[config.mk]
export PLATFORM = sky130hd
export DESIGN_NAME = rtc_control_status_regs
export DESIGN_NICKNAME = d
export VERILOG_FILES = /design/src/rtc_ctrl_pkg.sv /design/src/xtal_divider.sv /design/src/rtc_control_status_regs.sv
export SDC_FILE = /design/constraint.sdc
export NUM_CORES = 1
export LEC_CHECK = 0
export BUFFER_PORTS_ARGS = -buffer_cell sky130_fd_sc_hd__buf_2
export CAP_MARGIN = 10
export CORE_ASPECT_RATIO = 2
export CORE_UTILIZATION = 40
export CTS_BUF_LIST = sky130_fd_sc_hd__clkbuf_4
export CTS_CLUSTER_DIAMETER = 60
export DETAILED_ROUTE_END_ITERATION = 16
export PLACE_DENSITY_LB_ADDON = 0.08
export SLEW_MARGIN = 20
export SYNTH_ARGS = -nofsm -noshare
export SYNTH_HDL_FRONTEND = slang
export SYNTH_SLANG_ARGS = --single-unit
[constraint.sdc]
create_clock -name clk -period 2.4 [get_ports clk]
set_input_delay 0.12 -clock clk [delete_from_list [all_inputs] [get_ports clk]]
set_output_delay 0.12 -clock clk [all_outputs]
set_load 0.02 [all_outputs]
[src/rtc_ctrl_pkg.sv]
// constants of the rtc register block
`default_nettype none
package rtc_ctrl_pkg;
    // register offsets
    localparam logic [7:0] RATE_CTRL_OFS  = 8'h0A;
    localparam logic [7:0] INTR_CTRL_OFS  = 8'h0B;
    localparam logic [7:0] EVENT_FLAG_OFS = 8'h0C;
    localparam logic [7:0] BACKUP_OFS     = 8'h0D;
    // rate/clock-source register layout
    localparam int         PENDING_BIT     = 7;
    localparam int         SRC_MSB         = 6;
    localparam int         SRC_LSB         = 4;
    localparam int         RATE_MSB        = 3;
    localparam logic [2:0] SRC_RUN         = 3'h2;
    localparam logic [1:0] SRC_OSC_ONLY    = 2'h3;
    localparam logic [6:0] RATE_CTRL_RESET = 7'h00;
    // interrupt/format register layout
    localparam int         HOLD_BIT        = 7;
    localparam int         PER_EN_BIT      = 6;
    localparam int         ALM_EN_BIT      = 5;
    localparam int         UPD_EN_BIT      = 4;
    localparam int         SQ_EN_BIT       = 3;
    localparam int         FMT_BIT         = 2;
    localparam int         HOUR_BIT        = 1;
    localparam int         DST_BIT         = 0;
    localparam logic [7:0] INTR_CTRL_RESET = 8'h00;
    // event register layout
    localparam int         IRQ_FLAG_BIT    = 7;
    localparam int         PER_FLAG_BIT    = 6;
    localparam int         ALM_FLAG_BIT    = 5;
    localparam int         UPD_FLAG_BIT    = 4;
    localparam int         BACKUP_BIT      = 7;
    // divider tap per rate code
    localparam logic [3:0] RATE_NONE       = 4'h0;
    localparam logic [3:0] RATE_ALIAS_256  = 4'h1;
    localparam logic [3:0] RATE_ALIAS_128  = 4'h2;
    localparam logic [3:0] TAP_256HZ       = 4'h6;
    localparam logic [3:0] TAP_128HZ       = 4'h7;
    localparam logic [3:0] TAP_OFFSET      = 4'h2;
    // time base
    localparam int         CLK_HZ          = 125_000_000;
    localparam int         XTAL_HZ         = 32_768;
    localparam int         ACC_W           = 27;
    localparam int         DIV_W           = 15;
    localparam int         CLK_PERIOD_NS   = 8;
    localparam int         UPD_CYCLE_NS    = 1000;
    localparam int         UPD_CYCLE_CLKS  = (UPD_CYCLE_NS + CLK_PERIOD_NS - 1) / CLK_PERIOD_NS;
    localparam int         FIRST_UPD_MS    = 500;
    localparam int         FIRST_UPD_TICKS = FIRST_UPD_MS * XTAL_HZ / 1000;
    localparam int         PRE_UPD_US      = 244;
    localparam int         PRE_UPD_TICKS   = (PRE_UPD_US * XTAL_HZ + 999_999) / 1_000_000;
    localparam logic [DIV_W-1:0] UPD_AT    = DIV_W'(FIRST_UPD_TICKS - 1);
    localparam logic [DIV_W-1:0] PEND_AT   = DIV_W'(FIRST_UPD_TICKS - PRE_UPD_TICKS - 1);
    // update sequencer states
    typedef enum logic [1:0] {UPD_IDLE, UPD_WAIT, UPD_BUSY} upd_state_type;
endpackage
`default_nettype wire

[src/xtal_divider.sv]
// crystal tick generator and divider chain
`default_nettype none
module xtal_divider (
    input  wire logic                            clk,
    input  wire logic                            rst_n,
    input  wire logic                            osc_run,
    input  wire logic                            div_run,
    output logic                                 xtal_tick,
    output logic [rtc_ctrl_pkg::DIV_W-1:0]       div_count
);
    ////////////////////////////////////////////////////////////////
    // phase accumulator: mean rate is the crystal's
    logic [rtc_ctrl_pkg::ACC_W-1:0] acc_q;   // fractional phase
    logic [rtc_ctrl_pkg::ACC_W-1:0] acc_sum; // phase plus one step
    logic                           wrap;    // phase crossed a period
    logic [rtc_ctrl_pkg::ACC_W-1:0] acc_d;

    assign acc_sum = acc_q + rtc_ctrl_pkg::ACC_W'(rtc_ctrl_pkg::XTAL_HZ);
    assign wrap    = acc_sum >= rtc_ctrl_pkg::ACC_W'(rtc_ctrl_pkg::CLK_HZ);
    assign acc_d   = wrap ? acc_sum - rtc_ctrl_pkg::ACC_W'(rtc_ctrl_pkg::CLK_HZ) : acc_sum;

    // no ticks while stopped
    always_ff @(posedge clk) begin
        if (!rst_n || !osc_run) begin
            acc_q     <= '0;
            xtal_tick <= 1'b0;
        end else begin
            acc_q     <= acc_d;
            xtal_tick <= wrap;
        end
    end

    ////////////////////////////////////////////////////////////////
    // held at zero while off, so a new run
    // pattern starts a fresh half second
    always_ff @(posedge clk) begin
        if (!rst_n || !div_run) begin
            div_count <= '0;
        end else if (xtal_tick) begin
            div_count <= div_count + 1'b1;
        end
    end
endmodule // xtal_divider
`default_nettype wire

[src/rtc_control_status_regs.sv]
// real-time clock control and status registers
`default_nettype none
// Overview of operation
// RULE_01 - registers reachable during update
// RULE_02 - four-bit rate select, thirteen rates
// RULE_03 - source 010 runs all; 11X oscillator only
// RULE_04 - first update half second after run
// RULE_05 - read-only pending bit brackets each update
// RULE_06 - hold forces pending bit clear
// RULE_07 - second register fully read/write
// RULE_08 - reset pin clears enables and flags
// RULE_09 - october fall-back via summer-time enable
// RULE_10 - april spring-forward via summer-time enable
// RULE_11 - hour mode: one is 24-hour
// RULE_12 - number format: one is binary
// RULE_13 - square output driven or held low
// RULE_14 - hold clears update interrupt enable
// RULE_15 - hold stops buffer copying
// RULE_16 - event enables gate requests
// RULE_17 - event register read-only, low nibble zero
// RULE_18 - update flag set per update, read-cleared
// RULE_19 - alarm flag set on match, read-cleared
// RULE_20 - periodic flag set per interval, read-cleared
// RULE_21 - request flag from enabled flags
// RULE_22 - backup register: top bit shows validity
// RULE_23 - event read releases interrupt pin
// RULE_24 - rate codes map to fixed frequencies
// RULE_25 - update request needs enable and no hold
// RULE_26 - address phase first; read-only writes ignored
module rtc_control_status_regs (
    input  wire logic       clk,
    input  wire logic       rst_n,
    input  wire logic       reset_pin_n,
    input  wire logic       chip_sel_n,
    input  wire logic       addr_strobe,
    input  wire logic       read_n,
    input  wire logic       write_n,
    input  wire logic [7:0] ad_in,
    output logic      [7:0] ad_out,
    output logic            ad_oe,
    output logic            irq_n_out,
    output logic            irq_n_oe,
    output logic            square_wave_out,
    input  wire logic       alarm_match,
    input  wire logic       backup_valid,
    output logic            osc_run,
    output logic            div_run,
    output logic            update_strobe,
    output logic            buffer_copy_strobe,
    output logic            hour_mode_sel,
    output logic            number_format_sel,
    output logic            summer_time_en
);
    ////////////////////////////////////////////////////////////////
    // declarations
    logic [7:0] addr_q;         // latched register address
    logic       as_q;           // address strobe, last cycle
    logic       rd_cyc_q;       // read seen last cycle
    logic       wr_cyc_q;       // write seen last cycle
    logic [7:0] wdata_q;        // write data
    logic [6:0] rate_ctrl_q;    // source and rate fields
    logic [7:0] intr_ctrl_q;    // enables and format bits
    logic       per_flag_q;     // periodic event flag
    logic       alm_flag_q;     // alarm event flag
    logic       upd_flag_q;     // update-done event flag
    logic       irq_flag_q;     // interrupt request flag
    logic       backup_q;       // sampled backup-valid level
    logic       tap_q;          // divider tap, last cycle
    logic [6:0] upd_cnt_q;      // clocks into the update cycle
    rtc_ctrl_pkg::upd_state_type upd_state_q;
    rtc_ctrl_pkg::upd_state_type upd_state_d;

    logic                           xtal_tick;
    logic [rtc_ctrl_pkg::DIV_W-1:0] div_count;

    ////////////////////////////////////////////////////////////////
    // divider tap for a rate code
    function automatic logic [3:0] rate_tap(input logic [3:0] code);
        logic [3:0] tap;
        tap = code - rtc_ctrl_pkg::TAP_OFFSET;
        if (code == rtc_ctrl_pkg::RATE_ALIAS_256) begin
            tap = rtc_ctrl_pkg::TAP_256HZ;
        end else if (code == rtc_ctrl_pkg::RATE_ALIAS_128) begin
            tap = rtc_ctrl_pkg::TAP_128HZ;
        end
        return tap;
    endfunction

    ////////////////////////////////////////////////////////////////
    // bus decode
    wire       sel         = !chip_sel_n;
    wire       as_fall     = as_q && !addr_strobe;
    wire       rd_cyc      = sel && !read_n;
    wire       wr_cyc      = sel && !write_n;
    wire       wr_end      = wr_cyc_q && write_n;       // RULE_26
    wire       rd_end      = rd_cyc_q && read_n;
    wire       hit_rate    = addr_q == rtc_ctrl_pkg::RATE_CTRL_OFS;
    wire       hit_intr    = addr_q == rtc_ctrl_pkg::INTR_CTRL_OFS;
    wire       hit_event   = addr_q == rtc_ctrl_pkg::EVENT_FLAG_OFS;
    wire       hit_backup  = addr_q == rtc_ctrl_pkg::BACKUP_OFS;
    wire       mapped      = hit_rate || hit_intr || hit_event || hit_backup;
    // no write path to event or backup
    wire       wr_rate     = wr_end && hit_rate;        // RULE_26
    wire       wr_intr     = wr_end && hit_intr;        // RULE_26
    wire       event_clr   = rd_end && hit_event;       // RULE_18 RULE_19 RULE_20 RULE_21
    wire       pin_reset   = !reset_pin_n;

    ////////////////////////////////////////////////////////////////
    // clock-source and rate decode
    wire [2:0] src_field   = rate_ctrl_q[rtc_ctrl_pkg::SRC_MSB:rtc_ctrl_pkg::SRC_LSB];
    wire [3:0] rate_sel    = rate_ctrl_q[rtc_ctrl_pkg::RATE_MSB:0];
    wire       src_full    = src_field == rtc_ctrl_pkg::SRC_RUN;           // RULE_03
    wire       src_osc     = src_field[2:1] == rtc_ctrl_pkg::SRC_OSC_ONLY; // RULE_03
    wire       rate_on     = rate_sel != rtc_ctrl_pkg::RATE_NONE;          // RULE_24
    wire [3:0] tap_idx     = rate_tap(rate_sel);                           // RULE_02 RULE_24
    wire       tap_bit     = rate_on && div_count[tap_idx];
    wire       per_event   = tap_bit && !tap_q;                            // RULE_20

    ////////////////////////////////////////////////////////////////
    // control bits
    wire       hold        = intr_ctrl_q[rtc_ctrl_pkg::HOLD_BIT];
    wire       per_en      = intr_ctrl_q[rtc_ctrl_pkg::PER_EN_BIT];
    wire       alm_en      = intr_ctrl_q[rtc_ctrl_pkg::ALM_EN_BIT];
    wire       upd_en      = intr_ctrl_q[rtc_ctrl_pkg::UPD_EN_BIT];
    wire       sq_en       = intr_ctrl_q[rtc_ctrl_pkg::SQ_EN_BIT];

    ////////////////////////////////////////////////////////////////
    // update sequencer decode
    wire       pend_start  = xtal_tick && div_count == rtc_ctrl_pkg::PEND_AT;
    wire       upd_start   = xtal_tick && div_count == rtc_ctrl_pkg::UPD_AT;  // RULE_04
    wire       upd_last    = upd_cnt_q == 7'(rtc_ctrl_pkg::UPD_CYCLE_CLKS - 1);
    wire       upd_done    = upd_state_q == rtc_ctrl_pkg::UPD_BUSY && upd_last;
    wire       pending     = upd_state_q != rtc_ctrl_pkg::UPD_IDLE && !hold; // RULE_05 RULE_06

    ////////////////////////////////////////////////////////////////
    // event flags: set wins over a clearing read
    wire       per_flag_d  = per_event || (per_flag_q && !event_clr);                // RULE_20
    wire       alm_flag_d  = (upd_done && alarm_match) || (alm_flag_q && !event_clr); // RULE_19
    wire       upd_flag_d  = upd_done || (upd_flag_q && !event_clr);                 // RULE_18
    // update requests also need hold low
    wire       irq_hit     = (per_en && per_flag_d) || (alm_en && alm_flag_d)
                           || (upd_en && !hold && upd_flag_d);                    // RULE_16 RULE_25
    wire       irq_flag_d  = irq_hit || (irq_flag_q && !event_clr);                  // RULE_21

    ////////////////////////////////////////////////////////////////
    // read data mux
    wire [7:0] rd_rate     = {pending, rate_ctrl_q};                                 // RULE_05
    wire [7:0] rd_event    = {irq_flag_q, per_flag_q, alm_flag_q, upd_flag_q, 4'h0}; // RULE_17
    wire [7:0] rd_backup   = {backup_q, 7'h00};                                      // RULE_22
    wire [7:0] rd_data     = hit_rate  ? rd_rate
                           : hit_intr  ? intr_ctrl_q                                 // RULE_07
                           : hit_event ? rd_event
                           : hit_backup ? rd_backup : 8'h00;

    ////////////////////////////////////////////////////////////////
    // written control values
    // pending bit is status only: write bit 7 dropped
    wire [6:0] rate_ctrl_d = wr_rate ? wdata_q[6:0] : rate_ctrl_q;        // RULE_05
    wire [7:0] intr_wr     = wr_intr ? wdata_q : intr_ctrl_q;             // RULE_07
    // hold clears the update enable
    wire       upd_en_d    = intr_wr[rtc_ctrl_pkg::UPD_EN_BIT]
                             && !intr_wr[rtc_ctrl_pkg::HOLD_BIT];         // RULE_14

    ////////////////////////////////////////////////////////////////
    // time base
    xtal_divider u_divider (
        .clk       (clk),
        .rst_n     (rst_n),
        .osc_run   (osc_run),
        .div_run   (div_run),
        .xtal_tick (xtal_tick),
        .div_count (div_count)
    );

    ////////////////////////////////////////////////////////////////
    // bus phases; address taken on strobe fall
    always_ff @(posedge clk) begin
        if (!rst_n) begin
            as_q     <= 1'b0;
            rd_cyc_q <= 1'b0;
            wr_cyc_q <= 1'b0;
        end else begin
            as_q     <= addr_strobe;
            rd_cyc_q <= rd_cyc;
            wr_cyc_q <= wr_cyc;
        end
    end

    // address and write data capture
    always_ff @(posedge clk) begin
        if (!rst_n) begin
            addr_q  <= 8'h00;
            wdata_q <= 8'h00;
        end else begin
            if (as_fall) begin
                addr_q <= ad_in;                  // RULE_26
            end
            if (wr_cyc) begin
                wdata_q <= ad_in;
            end
        end
    end

    // read data one clock after the strobe;
    // never gated by the update cycle
    always_ff @(posedge clk) begin
        if (!rst_n) begin
            ad_out <= 8'h00;
            ad_oe  <= 1'b0;
        end else begin
            ad_out <= rd_data;                    // RULE_01
            ad_oe  <= rd_cyc && mapped;           // RULE_01
        end
    end

    ////////////////////////////////////////////////////////////////
    // rate register: reset pin leaves it alone
    always_ff @(posedge clk) begin
        if (!rst_n) begin
            rate_ctrl_q <= rtc_ctrl_pkg::RATE_CTRL_RESET;
        end else begin
            rate_ctrl_q <= rate_ctrl_d;           // RULE_02 RULE_03
        end
    end

    // control register; reset pin clears enables only
    always_ff @(posedge clk) begin
        if (!rst_n) begin
            intr_ctrl_q <= rtc_ctrl_pkg::INTR_CTRL_RESET;
        end else begin
            intr_ctrl_q                        <= intr_wr;
            intr_ctrl_q[rtc_ctrl_pkg::UPD_EN_BIT] <= upd_en_d && !pin_reset;  // RULE_14 RULE_08
            if (pin_reset) begin
                intr_ctrl_q[rtc_ctrl_pkg::PER_EN_BIT] <= 1'b0;          // RULE_08
                intr_ctrl_q[rtc_ctrl_pkg::ALM_EN_BIT] <= 1'b0;          // RULE_08
                intr_ctrl_q[rtc_ctrl_pkg::SQ_EN_BIT]  <= 1'b0;          // RULE_08
            end
        end
    end

    ////////////////////////////////////////////////////////////////
    // event flags and request flag
    always_ff @(posedge clk) begin
        if (!rst_n || pin_reset) begin
            per_flag_q <= 1'b0;                   // RULE_08
            alm_flag_q <= 1'b0;
            upd_flag_q <= 1'b0;
            irq_flag_q <= 1'b0;
        end else begin
            per_flag_q <= per_flag_d;             // RULE_20
            alm_flag_q <= alm_flag_d;             // RULE_19
            upd_flag_q <= upd_flag_d;             // RULE_18
            irq_flag_q <= irq_flag_d;             // RULE_21
        end
    end

    // request pin tracks the flag, so the
    // clearing read frees it on that edge
    always_ff @(posedge clk) begin
        if (!rst_n || pin_reset) begin
            irq_n_oe <= 1'b0;
        end else begin
            irq_n_oe <= irq_flag_d;               // RULE_23
        end
    end

    // request pin only ever pulls low
    always_ff @(posedge clk) begin
        irq_n_out <= 1'b0;
    end

    ////////////////////////////////////////////////////////////////
    // square wave and periodic edge tracking
    always_ff @(posedge clk) begin
        if (!rst_n) begin
            tap_q           <= 1'b0;
            square_wave_out <= 1'b0;
        end else begin
            tap_q           <= tap_bit;
            square_wave_out <= sq_en && tap_bit;  // RULE_13
        end
    end

    ////////////////////////////////////////////////////////////////
    // update sequencer next state
    always_comb begin
        upd_state_d = upd_state_q;
        case (upd_state_q)
            rtc_ctrl_pkg::UPD_IDLE: begin
                if (pend_start) begin
                    upd_state_d = rtc_ctrl_pkg::UPD_WAIT;
                end
            end
            rtc_ctrl_pkg::UPD_WAIT: begin
                if (upd_start) begin
                    upd_state_d = rtc_ctrl_pkg::UPD_BUSY;
                end
            end
            rtc_ctrl_pkg::UPD_BUSY: begin
                if (upd_last) begin
                    upd_state_d = rtc_ctrl_pkg::UPD_IDLE;
                end
            end
            default: begin
                upd_state_d = rtc_ctrl_pkg::UPD_IDLE;
            end
        endcase
    end

    // stopping the divider drops any update
    always_ff @(posedge clk) begin
        if (!rst_n || !div_run) begin
            upd_state_q <= rtc_ctrl_pkg::UPD_IDLE;
            upd_cnt_q   <= 7'h00;
        end else begin
            upd_state_q <= upd_state_d;           // RULE_05
            upd_cnt_q   <= (upd_state_q == rtc_ctrl_pkg::UPD_BUSY) ? upd_cnt_q + 1'b1 : 7'h00;
        end
    end

    ////////////////////////////////////////////////////////////////
    // strobes to counters and user buffer
    always_ff @(posedge clk) begin
        if (!rst_n) begin
            update_strobe      <= 1'b0;
            buffer_copy_strobe <= 1'b0;
        end else begin
            update_strobe      <= upd_start && upd_state_q == rtc_ctrl_pkg::UPD_WAIT;
            buffer_copy_strobe <= upd_done && !hold;  // RULE_15
        end
    end

    ////////////////////////////////////////////////////////////////
    // registered control levels for the counters and the sampled backup-valid level
    always_ff @(posedge clk) begin
        if (!rst_n) begin
            osc_run           <= 1'b0;
            div_run           <= 1'b0;
            hour_mode_sel     <= 1'b0;
            number_format_sel <= 1'b0;
            summer_time_en    <= 1'b0;
            backup_q          <= 1'b0;
        end else begin
            osc_run           <= src_full || src_osc;                          // RULE_03
            div_run           <= src_full;                                     // RULE_03 RULE_04
            hour_mode_sel     <= intr_ctrl_q[rtc_ctrl_pkg::HOUR_BIT];          // RULE_11
            number_format_sel <= intr_ctrl_q[rtc_ctrl_pkg::FMT_BIT];           // RULE_12
            summer_time_en    <= intr_ctrl_q[rtc_ctrl_pkg::DST_BIT];           // RULE_09 RULE_10
            backup_q          <= backup_valid;                                 // RULE_22
        end
    end
endmodule // rtc_control_status_regs
`default_nettype wire

* After elaboration in Yosys (flattened, before gate mapping)
Cells that the tools add are included.
** Storage, ports and cells
- Register bits :: 109
- Bits in latches :: 0
- Memory bits (writable) :: 0
- Bits in read-only memories :: 0
- Input port bits :: 17
- Output and inout port bits :: 19
- Logic and storage cells :: 128
- Memories kept :: 0
** Cells by class
- Add/subtract/negate cells :: 5
- Multiply operators :: 0
- Divide/modulo/power cells :: 0
- Magnitude comparators :: 2
- Equal/unequal tests :: 16
- Shifts and indexed selects :: 0
- Mux-type cells :: 14
- Bitwise operators :: 1
- Reductions and logical operators :: 60
** Operators by type and width (count)
- $mux W8 :: 5
- $eq A8 B4 Y1 const B :: 4
- $eq A15 B14 Y1 const B :: 2
- $logic_and A1 B1 Y1 :: 29
- $add A27 B16 Y27 const B :: 1
- $ge A27 B27 Y1 const B :: 1
- $mux W27 :: 1
- $sub A27 B27 Y27 const B :: 1
- $add A15 B1 Y15 const B :: 1
- $logic_or A1 B1 Y1 :: 13
- $logic_not A1 Y1 :: 12
- $mux W4 :: 2
- $add A7 B1 Y7 const B :: 1
- $eq A7 B7 Y1 const B :: 1
- $mux W2 :: 3
- $ne A2 B2 Y1 const B :: 3
- $pmux W2 S3 :: 1
- $lt A4 B5 Y1 const B :: 1
- $bmux W1 S4 :: 1
- $eq A2 B2 Y1 const B :: 2
- $eq A4 B1 Y1 const B :: 1
- $eq A4 B2 Y1 const B :: 1
- $reduce_bool A4 Y1 :: 1
- $sub A4 B2 Y4 const B :: 1
- other kinds (9) :: 9

* Logic depth before layout (Yosys ltp)
- Depth after elaboration :: 12
- Depth in mapped cells :: 11
- Gate-level depth less buffers :: 9

* Hierarchy
From an unflattened synthesis, not the netlist that was laid out.
** Second synthesis, totals
- Cell total of the unflattened synthesis :: 580
- Area total of the unflattened synthesis :: 4976.0 um2
** By module, submodules not included
- rtc_control_status_regs :: instances 1, cells each 326, area each 2890.3 um2, sequential area each 1321.3 um2
- xtal_divider :: instances 1, cells each 254, area each 2085.8 um2, sequential area each 740.7 um2

* Least setup slack after synthesis
No wires, ideal clock.
- Kind :: register to register
- Start point :: register u_divider.acc_q[15] (netlist bit)
- End point :: register u_divider.acc_q[13] (netlist bit)
- Setup time :: 0.071 ns
- Arrival time :: 2.241 ns
- Slack :: 0.089 ns
- Cell stages (with the launch flop) :: 11
- Period minus slack after synthesis :: 2.311 ns
- Cells stage by stage :: dfxtp_1 clkbuf_1 inv_1 ha_1 and4b_1 nand4b_1 nand4_1 o221ai_2 buf_6 or3_1 a21oi_1
** On the way
- Word-level cells in the longest chain between the ends :: 3
** Ends and longest elaborated chain
- start, declared :: line xtal_divider.sv:13 : logic [rtc_ctrl_pkg::ACC_W-1:0] acc_q;
- start signal, assigned :: line xtal_divider.sv:25 : acc_q <= '0;
- start signal, assigned :: line xtal_divider.sv:28 : acc_q <= acc_d;
- $add A27 B16 Y27 :: line xtal_divider.sv:18 : assign acc_sum = acc_q + rtc_ctrl_pkg::ACC_W'(rtc_ctrl_pkg::XTAL_HZ);
- $ge A27 B27 Y1 :: line xtal_divider.sv:19 : assign wrap = acc_sum >= rtc_ctrl_pkg::ACC_W'(rtc_ctrl_pkg::CLK_HZ);
- $mux W27 :: line xtal_divider.sv:20 : assign acc_d = wrap ? acc_sum - rtc_ctrl_pkg::ACC_W'(rtc_ctrl_pkg::CLK_HZ) : acc_sum;
No other way between the ends.
A chain may end at the register's enable or synchronous reset.

* Final worst setup path
- Start point :: register u_divider.acc_q[16] (netlist bit)
- End point :: register u_divider.acc_q[13] (netlist bit)
The elaborated chain is that of the path after synthesis.

==> results.json <==
{
  "finalNetCount": 671,
  "path_class": "register to register",
  "p_per_area_nw_per_um2": 456.1,
  "die_h_um": 159.1,
  "cts_tree": "done",
  "hold_end": "wdata_q[2]$_SDFFE_PN0P_",
  "synthSimpleGateAreaFrac": 0.2503,
  "grt_use_total": 0.2193,
  "portBuffers": 34,
  "cts-buffers-inserted": 9,
  "slowest_delay_ps": 500,
  "timing.critical_path.to_type": "register",
  "vdd_ir_drop_max_mv": 0.3243,
  "use_met1": 0.1980,
  "ys_ff_latch": 103,
  "crit_path_start": "u_divider.acc_q[16]$_SDFF_PP0_",
  "synthesis.instances": 570,
  "status": "finished, violations left",
  "grt_max_degree": 38,
  "ant_nets": 0,
  "via_per_inst": 5.432,
  "grt_pass1_vias": 4469,
  "cp_slowest_cell": "or4_4",
  "required_ps": 2750,
  "synthMuxAreaShare": 0.05960,
  "drt-total-wl_um": 12950,
  "core_area_um2": 12050,
  "drt-initial-drc-count": 134,
  "max-slew-margin-rel": 0.5624,
  "die_x_um": 80.53,
  "multi_input_area_um2": 2841,
  "rrSetupSlack_ps": -4,
  "critPathLaunchType": "register",
  "avgSynthCellArea_um2": 8.655,
  "grt_pass1_wl_um": 21480,
  "clkSinkCount": 103,
  "initial_core_util": 0.4093,
  "synth_edf_count": 0,
  "syn_to_final_growth_pct": 21.81,
  "dp_hpwl_um": 9712,
  "placed_cell_area_um2": 5426,
  "ys_async_sr_fraction": 0,
  "hold_viol_final": 0,
  "synth_warnings": 0,
  "busiest_layer": "met2",
  "row_count": 57,
  "p_total_w": 0.002741,
  "drc": 0,
  "place.gp.congestion": 0.9718,
  "place_ws_ps": -33.38,
  "synth_top_area_share": 0.4180,
  "min_path_cells": 3,
  "synthXorXnorAreaFrac": 0.06214,
  "die-area_um2": 12810,
  "dr.pass1.iters": 5,
  "yosysUniqueCellTypes": 64,
  "vias": 4335,
  "timing.rr.start": "u_divider.acc_q[16]$_SDFF_PP0_",
  "grt_use_met3": 0.02980,
  "reg2reg_depth": 9,
  "cellLeakagePower_nw": 2.153,
  "finalSetupViolCount": 1,
  "ys_seq_area_frac": 0.4180,
  "synth-compound-area-share": 0.1463,
  "clk_pin_slew_ps": 160,
  "clkLatencyLatePin_ps": 440,
  "synth_most_common_cell": "dfxtp_1",
  "cts_root_buf": "clkbuf_4",
  "synth_flop_cell": "dfxtp_1",
  "design_area_um2": 6010,
  "fin_worst_skew_ps": 26.36,
  "hold_class": "input pin to register",
  "final-seq-area_um2": 2077,
  "fmax_mhz": 415.9,
  "r2r_end": "u_divider.acc_q[13]$_SDFFE_PP0P_",
  "ctsLongestPathBuffers": 2,
  "synthAdderAreaFrac": 0.02283,
  "cts-htree-levels": 3,
  "fill_cells": 1167,
  "worst_slack_ps": -4.255,
  "critPathArrivalTime_ps": 2760,
  "max_cap_violations": 0,
  "gr-total-overflow": 0,
  "num_io_pins": 36,
  "slew_violations": 0,
  "wl_per_cell_um": 16.22,
  "finalCoreUtilization": 0.4986,
  "path_max_fanout": 9,
  "grt_use_met2": 0.4245,
  "syn_area_um2": 4933,
  "violations": "setup timing",
  "synth.net_count": 596,
  "min_period_ps": 2404,
  "synth_top_family_by_area": "simple AND/OR/NAND/NOR gates",
  "hp-start": "chip_sel_n",
  "cp_num_buf_inv": 3,
  "yosysTopAreaCell": "dfxtp_1",
  "critPathTopFamily": "simple AND/OR/NAND/NOR gates",
  "period_share": 1.002,
  "worstMarginPinSlew_ps": 654.9,
  "rsz0062_at_grt": "true",
  "antenna_found_initial": 1,
  "drive_above_1_share": 0.1969,
  "netlist_top_cells_count": "dfxtp_1, nor2_1, nand2_1",
  "synth.area.top_cells": "dfxtp_1, mux2i_1, nor2_1, nor2b_1, xnor2_1",
  "path_cells": "buf_6 -> and2_4 -> or4_4 -> a32oi_4 -> o221ai_4 -> buf_12 -> buf_8 -> or3_4 -> a21oi_2"
}
## state kept, by name (all words and copies together) (netlist names), 2 cells and up
signal	cells
u_divider.acc_q	21
u_divider.div_count	15
ad_out	8
addr_q	8
intr_ctrl_q	8
wdata_q	8
rate_ctrl_q	7
upd_cnt_q	7
upd_state_q	2
## routing by layer
layer,up-vias,wire length (µm)
met5,-,0
met4,0,626
met3,38,233
met2,87,7690
met1,2080,4395
li1,2130,-
## worst max path at each step
stage	slack, ps	cells after the start	end
6_report	-4	9	u_divider.acc_q[13]$_SDFFE_PP0P_
5_1_grt	-100	9	u_divider.acc_q[13]$_SDFFE_PP0P_
4_1_cts	6	9	u_divider.acc_q[13]$_SDFFE_PP0P_
3_5_place_dp	-30	8	u_divider.acc_q[18]$_SDFF_PP0_
3_3_place_gp	-30	7	u_divider.acc_q[20]$_SDFF_PP0_
2_1_floorplan	90	10	u_divider.acc_q[13]$_SDFFE_PP0P_
## cell families after synthesis
family | Yosys count
buffers and inverters | 47
adder cells (fa/ha/maj) | 9
other | 1
XOR/XNOR | 35
AND/OR/NAND/NOR | 237
multiplexers | 29
AO/OA/AOI/OAI | 109
flip-flops | 103
## cell usage in the layout, fill, tap and decap left out, types with 3 or more instances in the layout
cell type,Yosys,layout
o21ai_0,16,16
buf_4,1,37
clkbuf_4,0,9
nand2b_1,8,8
nor3_1,10,9
a21oi_1,27,21
a21boi_0,8,8
dlygate4sd3_1,0,15
and3_1,6,6
nand3_1,15,15
nor4_1,5,5
a211oi_1,4,4
dfxtp_1,103,97
o22ai_1,3,3
and2_1,13,13
dfxtp_4,0,3
xor2_1,16,16
ha_1,9,7
dfxtp_2,0,3
or3_1,13,10
buf_2,8,34
a21oi_2,0,5
buf_6,1,3
o21ai_1,12,11
a22oi_1,10,10
xnor2_1,19,19
nor2b_1,32,32
and4b_1,3,3
nand2_1,44,43
nor2_1,63,61
mux2i_1,26,26
a21o_1,4,4
or3_4,0,3
nand4_1,9,9
inv_1,19,19
## metrics by stage
stage	hold WS (ps)	instances	setup TNS [ps]
after global routing	62.59	798	-621.5
final	85.20	798	-4.255
after floorplan	200.9	570	0
after global placement	312.2	755	-51.87
after CTS	32.54	796	0
after detailed placement	305.9	755	-83.35
## worst reg2reg max path: cells and delay by family (launching register included)
kind,cells,cell delay [ps]
simple gates,3,960
compound gates,3,560
buf+inv,3,430
flops,1,370
## area by class of cell
class	count	area share
flip-flops and latches	103	0.3456
well taps	147	0.03061
clock buffers	9	0.01124
diodes	1	0.0004164
repair buffers	92	0.1143
clock inverters	7	0.01312
multi-input cells	420	0.4728
inverters	19	0.01187
## power by group
part | total, W | internal, W | leakage [nW] | switching [W]
sequential | 0.00173 | 0.00172 | 0.836 | 0.0000123
clock | 0.000911 | 0.000330 | 0.0761 | 0.000581
combinational | 0.0000969 | 0.0000509 | 1.24 | 0.0000460
## what timing repair did
action	in CTS	in global routing
pin swaps	5	18
cloned	1	0
setup endpoints to repair	13	16
buffers inserted	9	2
hold buffers	15	0
endpoints found under the hold margin	27	0
resized for setup	18	27
(Power assumes the default switching activity.)
